==> src/logic/rx_hit_pkg.sv <==
// Constants and carrier types for the receive range-hit sideband.
package rx_hit_pkg;

  localparam int HIT_W       = 8;
  localparam int FUNC_W      = 3;
  localparam int DATA_W      = 64;
  localparam int FIFO_DEPTH  = 32;
  localparam int READY_LAT   = 2;
  localparam int EP_BAR_N    = 6;
  localparam int RP_BAR_N    = 2;

  // Endpoint bit positions.
  localparam int EP_BAR0_BIT = 0;
  localparam int EP_ROM_BIT  = 6;
  localparam int EP_RSVD_BIT = 7;

  // Root port bit positions.
  localparam int RP_BAR0_BIT = 0;
  localparam int RP_PRI_BIT  = 2;
  localparam int RP_SEC_BIT  = 3;
  localparam int RP_BUS_BIT  = 4;
  localparam int RP_IO_BIT   = 5;
  localparam int RP_NP_BIT   = 6;
  localparam int RP_PF_BIT   = 7;

  localparam logic [HIT_W-1:0]  HIT_NONE  = 8'h00;
  localparam logic [FUNC_W-1:0] FUNC_RST  = 3'h0;
  localparam logic              VALID_RST = 1'b0;

  typedef struct packed {
    logic [EP_BAR_N-1:0] ep_bar;
    logic                ep_rom;
    logic [RP_BAR_N-1:0] rp_bar;
    logic                rp_primary_bus;
    logic                rp_secondary_bus;
    logic                rp_bus_window;
    logic                rp_io_window;
    logic                rp_np_window;
    logic                rp_pref_window;
    logic                is_request;
  } range_decode_type;

  typedef struct packed {
    logic              first;
    logic              last;
    logic [HIT_W-1:0]  hit;
    logic [FUNC_W-1:0] func;
  } beat_meta_type;

endpackage

==> src/logic/rx_range_hit.sv <==
// Receive beat buffer and range-hit sideband output stage.
// What this block does
// - Eight-bit range-hit output beside receive stream.
// - Hit meaningful only for memory/IO requests.
// - Hit valid on the first beat.
// - Endpoint bits 0-5 flag BAR 0-5.
// - Endpoint bit 6 ROM, bit 7 reserved.
// - Root bits 0-1 BARs, 2-3 bus numbers.
// - Root bit 4 bus window, 5 IO.
// - Root bit 6 non-prefetchable, 7 prefetchable.
// - Three-bit function number accompanies hit.
// - Valid drops within two cycles of ready.
`timescale 1ns/10ps

module rx_beat_fifo #(
  parameter int WIDTH = 80,
  parameter int DEPTH = rx_hit_pkg::FIFO_DEPTH
) (
  input  wire logic             clk_in,
  input  wire logic             srst_in,
  input  wire logic             wr_valid_in,
  output logic                  wr_ready_out,
  input  wire logic [WIDTH-1:0] wr_data_in,
  output logic                  rd_valid_out,
  input  wire logic             rd_ready_in,
  output logic      [WIDTH-1:0] rd_data_out
);

  localparam int PTR_W = $clog2(DEPTH);
  localparam logic [PTR_W-1:0] PTR_LAST = PTR_W'(DEPTH - 1);
  localparam logic [PTR_W:0]   CNT_FULL = (PTR_W + 1)'(DEPTH);

  typedef struct packed {
    logic [PTR_W-1:0] wptr;
    logic [PTR_W-1:0] rptr;
    logic [PTR_W:0]   count;
    logic             wr_ready;
  } fifo_state_type;

  fifo_state_type   st_reg;
  fifo_state_type   st_next;
  logic [WIDTH-1:0] mem [DEPTH];
  logic             push;
  logic             pop;

  assign push         = wr_valid_in && st_reg.wr_ready;
  assign pop          = rd_valid_out && rd_ready_in;
  assign rd_valid_out = (st_reg.count != '0);
  assign rd_data_out  = mem[st_reg.rptr];
  assign wr_ready_out = st_reg.wr_ready;

  always_comb begin
    st_next = st_reg;
    if (push) begin
      st_next.wptr = (st_reg.wptr == PTR_LAST) ? '0 : st_reg.wptr + 1'b1;
    end
    if (pop) begin
      st_next.rptr = (st_reg.rptr == PTR_LAST) ? '0 : st_reg.rptr + 1'b1;
    end
    case ({push, pop})
      2'b10:   st_next.count = st_reg.count + 1'b1;
      2'b01:   st_next.count = st_reg.count - 1'b1;
      default: st_next.count = st_reg.count;
    endcase
    // Ready is registered so the source sees a flop; it is taken from the next
    // count, so no slot is lost: it falls as the last free entry is taken.
    st_next.wr_ready = (st_next.count < CNT_FULL);
  end

  always_ff @(posedge clk_in) begin
    if (srst_in) begin
      st_reg <= '{wptr: '0, rptr: '0, count: '0, wr_ready: 1'b1};
    end else begin
      st_reg <= st_next;
    end
  end

  // Storage has no reset: only entries below the count are ever read, which saves a wide clear.
  always_ff @(posedge clk_in) begin
    if (push) begin
      mem[st_reg.wptr] <= wr_data_in;
    end
  end

  a_full_refuse: assert property (@(posedge clk_in) disable iff (srst_in)
    wr_valid_in && !wr_ready_out |=> st_reg.count <= $past(st_reg.count))
    else $error("fifo count grew while full");

  a_count_bounded: assert property (@(posedge clk_in) disable iff (srst_in)
    st_reg.count <= CNT_FULL)
    else $error("fifo count above depth");

  a_ready_tracks_room: assert property (@(posedge clk_in) disable iff (srst_in)
    wr_ready_out == (st_reg.count < CNT_FULL))
    else $error("fifo ready disagrees with fill level");

  a_empty_no_pop: assert property (@(posedge clk_in) disable iff (srst_in)
    !rd_valid_out
    |=> $stable(st_reg.rptr))
    else $error("fifo read pointer moved while empty");

endmodule // rx_beat_fifo

module rx_range_hit #(
  parameter int DATA_W = rx_hit_pkg::DATA_W,
  parameter int DEPTH  = rx_hit_pkg::FIFO_DEPTH
) (
  input  wire logic                              clk_in,
  input  wire logic                              srst_in,
  input  wire logic                              root_port_mode_in,
  input  wire logic                              src_valid_in,
  output logic                                   src_ready_out,
  input  wire logic                              src_first_in,
  input  wire logic                              src_last_in,
  input  wire logic [DATA_W-1:0]                 src_data_in,
  input  wire rx_hit_pkg::range_decode_type      src_decode_in,
  input  wire logic [rx_hit_pkg::FUNC_W-1:0]     src_func_in,
  input  wire logic                              rx_sink_ready_in,
  output logic                                   rx_beat_valid_out,
  output logic                                   rx_packet_first_beat_out,
  output logic                                   rx_packet_last_beat_out,
  output logic      [DATA_W-1:0]                 rx_beat_data_out,
  output logic      [rx_hit_pkg::HIT_W-1:0]      rx_range_hit_out,
  output logic      [rx_hit_pkg::FUNC_W-1:0]     rx_range_func_out
);

  localparam int META_W = $bits(rx_hit_pkg::beat_meta_type);
  localparam int WORD_W = DATA_W + META_W;

  typedef struct packed {
    logic                          ready_d;
    logic [rx_hit_pkg::HIT_W-1:0]  pkt_hit;
    logic [rx_hit_pkg::FUNC_W-1:0] pkt_func;
    logic                          out_valid;
    rx_hit_pkg::beat_meta_type     out_meta;
    logic [DATA_W-1:0]             out_data;
    logic [rx_hit_pkg::HIT_W-1:0]  seen_hit;
    logic [rx_hit_pkg::FUNC_W-1:0] seen_func;
  } state_type;

  state_type                     st_reg;
  state_type                     st_next;
  logic [rx_hit_pkg::HIT_W-1:0]  ep_hit;
  logic [rx_hit_pkg::HIT_W-1:0]  rp_hit;
  logic [rx_hit_pkg::HIT_W-1:0]  enc_hit;
  rx_hit_pkg::beat_meta_type     in_meta;
  rx_hit_pkg::beat_meta_type     fifo_meta;
  logic [WORD_W-1:0]             fifo_wr_word;
  logic [WORD_W-1:0]             fifo_rd_word;
  logic                          fifo_ready;
  logic                          fifo_rd_valid;
  logic                          src_fire;
  logic                          pop;

  // Endpoint and root port encodings; unmapped positions stay zero.
  always_comb begin
    ep_hit = rx_hit_pkg::HIT_NONE;
    ep_hit[rx_hit_pkg::EP_BAR0_BIT +: rx_hit_pkg::EP_BAR_N] = src_decode_in.ep_bar;
    ep_hit[rx_hit_pkg::EP_ROM_BIT]  = src_decode_in.ep_rom;
    ep_hit[rx_hit_pkg::EP_RSVD_BIT] = 1'b0;
    rp_hit = rx_hit_pkg::HIT_NONE;
    rp_hit[rx_hit_pkg::RP_BAR0_BIT +: rx_hit_pkg::RP_BAR_N] = src_decode_in.rp_bar;
    rp_hit[rx_hit_pkg::RP_PRI_BIT] = src_decode_in.rp_primary_bus;
    rp_hit[rx_hit_pkg::RP_SEC_BIT] = src_decode_in.rp_secondary_bus;
    rp_hit[rx_hit_pkg::RP_BUS_BIT] = src_decode_in.rp_bus_window;
    rp_hit[rx_hit_pkg::RP_IO_BIT]  = src_decode_in.rp_io_window;
    rp_hit[rx_hit_pkg::RP_NP_BIT]  = src_decode_in.rp_np_window;
    rp_hit[rx_hit_pkg::RP_PF_BIT]  = src_decode_in.rp_pref_window;
  end

  // The mode is applied as beats enter the buffer. Beats already queued keep the encoding
  // they were taken with, so change the mode only while the buffer is empty.
  // Completions and messages carry no decode, so they report no hit.
  assign enc_hit = !src_decode_in.is_request ? rx_hit_pkg::HIT_NONE :
                   root_port_mode_in ? rp_hit : ep_hit;

  assign src_fire = src_valid_in && fifo_ready;

  // Later beats reuse the value taken on the first beat of the packet.
  always_comb begin
    in_meta.first = src_first_in;
    in_meta.last  = src_last_in;
    in_meta.hit   = src_first_in ? enc_hit : st_reg.pkt_hit;
    in_meta.func  = src_first_in ? src_func_in : st_reg.pkt_func;
  end

  assign fifo_wr_word = {in_meta, src_data_in};

  rx_beat_fifo #(
    .WIDTH (WORD_W),
    .DEPTH (DEPTH)
  ) u_fifo (
    .clk_in       (clk_in),
    .srst_in      (srst_in),
    .wr_valid_in  (src_valid_in),
    .wr_ready_out (fifo_ready),
    .wr_data_in   (fifo_wr_word),
    .rd_valid_out (fifo_rd_valid),
    .rd_ready_in  (pop),
    .rd_data_out  (fifo_rd_word)
  );

  assign fifo_meta = fifo_rd_word[WORD_W-1:DATA_W];

  // The sink sees a ready latency of two: a beat goes out only if ready
  // was high two cycles back, so every offered beat must be taken.
  assign pop = fifo_rd_valid && st_reg.ready_d;

  always_comb begin
    st_next = st_reg;
    st_next.ready_d = rx_sink_ready_in;
    if (src_fire && src_first_in) begin
      st_next.pkt_hit  = enc_hit;
      st_next.pkt_func = src_func_in;
    end
    st_next.out_valid = pop;
    if (pop) begin
      st_next.out_meta = fifo_meta;
      st_next.out_data = fifo_rd_word[DATA_W-1:0];
    end
    // Checking aid: hit and function of the last first beat that reached the pins.
    if (st_reg.out_valid && st_reg.out_meta.first) begin
      st_next.seen_hit  = st_reg.out_meta.hit;
      st_next.seen_func = st_reg.out_meta.func;
    end
  end

  always_ff @(posedge clk_in) begin
    if (srst_in) begin
      st_reg <= '0;
    end else begin
      st_reg <= st_next;
    end
  end

  assign src_ready_out            = fifo_ready;
  assign rx_beat_valid_out        = st_reg.out_valid;
  assign rx_packet_first_beat_out = st_reg.out_meta.first;
  assign rx_packet_last_beat_out  = st_reg.out_meta.last;
  assign rx_beat_data_out         = st_reg.out_data;
  assign rx_range_hit_out         = st_reg.out_meta.hit;
  assign rx_range_func_out        = st_reg.out_meta.func;

  a_ep_map_bits: assert property (@(posedge clk_in) disable iff (srst_in)
    src_fire && src_first_in && src_decode_in.is_request && !root_port_mode_in
    |=> st_reg.pkt_hit == {1'b0, $past(src_decode_in.ep_rom), $past(src_decode_in.ep_bar)})
    else $error("endpoint hit encoding wrong");

  a_rp_map_bits: assert property (@(posedge clk_in) disable iff (srst_in)
    src_fire && src_first_in && src_decode_in.is_request && root_port_mode_in
    |=> st_reg.pkt_hit == {$past(src_decode_in.rp_pref_window), $past(src_decode_in.rp_np_window),
                           $past(src_decode_in.rp_io_window), $past(src_decode_in.rp_bus_window),
                           $past(src_decode_in.rp_secondary_bus), $past(src_decode_in.rp_primary_bus),
                           $past(src_decode_in.rp_bar)})
    else $error("root port hit encoding wrong");

  a_nonreq_hit_zero: assert property (@(posedge clk_in) disable iff (srst_in)
    src_fire && src_first_in && !src_decode_in.is_request |=> st_reg.pkt_hit == rx_hit_pkg::HIT_NONE)
    else $error("hit reported for completion or message");

  a_reserved_bit_zero: assert property (@(posedge clk_in) disable iff (srst_in)
    rx_beat_valid_out && !root_port_mode_in |-> !rx_range_hit_out[rx_hit_pkg::EP_RSVD_BIT])
    else $error("endpoint reserved hit bit set");

  a_hit_held_packet: assert property (@(posedge clk_in) disable iff (srst_in)
    rx_beat_valid_out && !rx_packet_first_beat_out |-> rx_range_hit_out == st_reg.seen_hit)
    else $error("hit changed inside packet");

  a_func_held_packet: assert property (@(posedge clk_in) disable iff (srst_in)
    rx_beat_valid_out && !rx_packet_first_beat_out |-> rx_range_func_out == st_reg.seen_func)
    else $error("function number changed inside packet");

  a_valid_drop_two: assert property (@(posedge clk_in) disable iff (srst_in)
    !rx_sink_ready_in |-> ##2 !rx_beat_valid_out)
    else $error("valid held after ready removed");

  a_valid_needs_ready: assert property (@(posedge clk_in) disable iff (srst_in)
    rx_beat_valid_out |-> $past(rx_sink_ready_in, 2))
    else $error("beat offered without earlier ready");

  a_func_first_take: assert property (@(posedge clk_in) disable iff (srst_in)
    src_fire && src_first_in
    |=> st_reg.pkt_func == $past(src_func_in))
    else $error("function number not taken from first beat");

  a_later_beat_keep: assert property (@(posedge clk_in) disable iff (srst_in)
    src_fire && !src_first_in
    |=> $stable(st_reg.pkt_hit))
    else $error("later beat changed the packet hit");

  // A popped word reaches the pins one cycle later and then holds while no beat flows.
  a_out_follows_pop: assert property (@(posedge clk_in) disable iff (srst_in)
    pop
    |=> rx_beat_valid_out && rx_range_hit_out == $past(fifo_meta.hit))
    else $error("popped beat did not reach the outputs");

  a_idle_hold: assert property (@(posedge clk_in) disable iff (srst_in)
    !pop
    |=> $stable(rx_range_hit_out) && $stable(rx_range_func_out))
    else $error("hit outputs moved without a beat");

endmodule // rx_range_hit

==> config.mk <==
export PLATFORM = sky130hd
export DESIGN_NAME = rx_range_hit
export DESIGN_NICKNAME = d
export VERILOG_FILES = /design/src/logic/rx_hit_pkg.sv /design/src/logic/rx_range_hit.sv
export SDC_FILE = /design/constraint.sdc
export NUM_CORES = 2
export LEC_CHECK = 0
export BUFFER_PORTS_ARGS = -buffer_cell sky130_fd_sc_hd__clkbuf_2
export CAP_MARGIN = 20
export CORE_UTILIZATION = 62
export DETAILED_ROUTE_END_ITERATION = 7
export PLACE_DENSITY_LB_ADDON = 0.15
export SLEW_MARGIN = 20
export SYNTH_ARGS = -nofsm -noshare
export SYNTH_HDL_FRONTEND = slang
export SYNTH_SLANG_ARGS = --single-unit
==> constraint.sdc <==
create_clock -name clk_in -period 6.55 [get_ports clk_in]
set_clock_uncertainty 0.05 [all_clocks]
set_input_delay 0.3275 -clock clk_in [delete_from_list [all_inputs] [get_ports clk_in]]
set_output_delay 0.3275 -clock clk_in [all_outputs]
set_load 0.05 [all_outputs]
==> results.yml <==
power_and_ir_drop:
  switching_share_pct: 22.78
  power.density_nw_per_um2: 326.4
  clockPowerShare_pct: 38.5
  p_switching_mw: 8.151
  p_seq_share_pct: 51.8
  p_leak_nw: 33.29
  p_int_mw: 27.63
  ir_drop_mv: 0.3140
  combPwrFrac_pct: 9.7
clock_tree:
  worst_skew_pair.late_latency_ns: 0.86
  clockRootBuffer: "clkbuf_16"
  cts_tree: "yes"
  htreeDepth: 4
  cts_max_path_buffers: 3
  clock_sinks: 2571
  clk_pin_slew_ns: 0.07
  numCtsBuffers: 239
global_routing:
  grt_pass1_wl_um: 329800
  overflow: 0
  grt_start_max_net_pins: 119
  antenna_found_initial: 6
  grt_pass1_vias: 47700
  grt_usage_pct: 29.38
detailed_routing:
  vias: 47190
  wl_per_cell_um: 33.10
  drc: 0
  firstDrtPassIters: 6
  vias_per_cell: 6.775
  drt-total-wl_um: 230500
  ant_nets: 0
  first_iter_violations: 5395
worst_setup_path:
  critPathRequiredTime_ns: 7.25
  cp-end-kind: "flop"
  cp_slowest_cell: "or4b_2"
  crit_fanout: 10
  critPathMaxStageDelay_ns: 0.64
  cp_top_family: "simple AND/OR/NAND/NOR gates"
  crit_type: "reg2reg"
  cpMostUsedCell: "ha_1"
  cp_cell_sequence: "or4_4 -> o31ai_4 -> inv_4 -> ha_1 -> ha_1 -> or4b_2 -> a311o_1 -> o311ai_0 -> xnor2_1 -> or2_2"
  path_buf_inv: 1
  cp-start-kind: "flop"
  cp_data_arrival_time_ns: 4.47
floorplan:
  num_io_pins: 169
  initial_core_util_pct: 62.59
  dieArea_um2: 159600
  num_rows: 145
  fp.dieW_um: 399.6
  core_um2: 156600
  die-height_um: 399.6
yosys:
  synth_fp_nets: 4539
  synth_ff_type: "edfxtp_1"
  ys_warn_count: 0
  synth_edf_count: 2464
  synthTopCellsByArea: "edfxtp_1 76%, mux4_2 13%, dfxtp_1 2.2%, mux2i_1 2.2%, o211ai_1 0.74%"
  seq_area_frac_synth_pct: 77.70
  synth_top_cell_area_share_pct: 75.51
  synth_top_cell_by_area: "edfxtp_1"
  synthDistinctLibCells: 56
  async_flop_share_pct: 0
  synthCells: 4436
  ys_seq_elements: 2571
  synth.avg_cell_area_um2: 22.09
  syn_area_um2: 97990
timing:
  slew_violations: 0
  hold_viol_final: 0
  setup_viol: 0
  tns_ns: 0
  min_period_over_period_pct: 57.42
  setup_slack_ns: 2.789
  rsz0062_at_grt: "no"
  fin_crit_ns: 3.761
  max_freq_mhz: 265.9
  worstMarginPinSlew_ns: 1.165
  relSlewSlack_pct: 22.36
run:
  drv_cap: 0
final_layout:
  layout_common_cells: "2464 x edfxtp_1, 566 x mux4_2, 241 x clkbuf_16"
  layout.nets: 4790
  syn2layout_area_growth_pct: 11.85
  n_fill_cell: 9268
  final_cell_area_um2: 109600
  largest_register_ffs: 2464
  fin_util_pct: 70.00
  final_common_cell: "edfxtp_1"
  final_layout_size_suffix_gt1_share_pct: 27.18
placed_design:
  port_buffers: 168
  dpl_cell_area_um2: 101000
  pre_cts_ws_ns: 2.844
  gp_congestion: 0.7677
  hpwl_um: 110700
min_path:
  hold_path_class: "in2reg"
outcome:
  status: "completed"
[power by group through the flow]
stage | Clock [mW] | Combinational (mW) | Sequential [mW]
after floorplan | 0 | 2.75 | 18.8
after global placement | 0 | 3.44 | 18.9
after detailed placement | 0 | 3.49 | 18.9
after CTS | 13.9 | 3.54 | 18.5
after global routing | 14.5 | 3.73 | 18.5
final | 13.8 | 3.48 | 18.5
[path summary, 6_finish.rpt]
path | startpoint | to | slack [ns] | depth (start not counted)
hold / removal | src_data_in[34] | u_fifo.mem[16][34] | 0.04 | 1
hold reg to reg | st_reg[91] | st_reg[91] | 0.41 | 2
setup / recovery | u_fifo.st_reg[5] | u_fifo.wr_ready_out | 2.79 | 10
setup reg to reg | u_fifo.st_reg[5] | u_fifo.wr_ready_out | 2.79 | 10
[metrics by stage]
stage / instances / hold WS (ns) / power (mW)
after global routing: 6960 / 0.03708 / 36.79
after detailed placement: 6428 / 0.4005 / 22.36
final: 6965 / 0.03611 / 35.78
after floorplan: 4436 / 0.3764 / 21.51
after global placement: 6427 / 0.3894 / 22.30
after CTS: 6958 / 0.000007438 / 35.96
[synth_stat cells, types with 2 or more instances]
cell type / number
edfxtp_1: 2464
mux4_2: 566
mux2i_1: 212
nand2_1: 110
dfxtp_1: 107
o22ai_1: 106
buf_2: 104
clkbuf_1: 101
nor2_1: 97
o211ai_1: 96
buf_4: 91
mux2_2: 57
or3_1: 53
a221oi_1: 52
a22oi_2: 49
nand3_1: 26
a21oi_1: 24
buf_1: 20
ha_1: 12
nor2b_1: 10
buf_6: 9
o21ai_0: 6
inv_1: 4
nor3_1: 4
xnor2_1: 4
a22oi_1: 3
and2_1: 3
and3_1: 3
nand2b_1: 3
nand3b_1: 3
nand4_1: 3
nor4b_1: 3
or3b_2: 3
a21o_1: 2
a31oi_1: 2
nor3b_1: 2
o211ai_2: 2
or2_2: 2
[area by class of cell]
| class | instances | area, um2 | area share, % |
|---|---|---|---|
| inverter | 6 | 25.02 | 0.02283 |
| sequential | 2571 | 76150 | 69.48 |
| antenna | 7 | 17.52 | 0.01598 |
| clock buffer | 318 | 6450 | 5.885 |
| clock inverter | 136 | 1385 | 1.264 |
| multi-input combinational | 1533 | 20350 | 18.57 |
| tap | 2058 | 2575 | 2.349 |
| timing repair buffer | 336 | 2650 | 2.418 |
[what timing repair did]
item | in CTS | in global routing
buffers inserted | 0 | 0
hold endpoints to repair | 1205 | 0
hold buffers | 76 | 0
endpoints found under the setup margin | 0 | 0
resized for setup | 0 | 0
[metal layers]
layer | vias up | wire (um) | GRT usage, %
met4 | 2 | 6058 | 8.220
met3 | 395 | 18720 | 5.058
met2 | 2315 | 115300 | 48.06
met5 | - | 13 | 0
met1 | 25320 | 90440 | 41.48
li1 | 19150 | - | -
[cell families after synthesis]
group | count (synthesis) | share of synthesized area, %
compound gates | 348 | 2.801
xor+xnor | 5 | 0.04469
fa+ha+maj | 13 | 0.1737
buf+inv | 332 | 1.836
flops | 2571 | 77.70
mux | 835 | 15.83
simple gates | 332 | 1.619
Note: power is estimated with default switching activity, not from simulation.
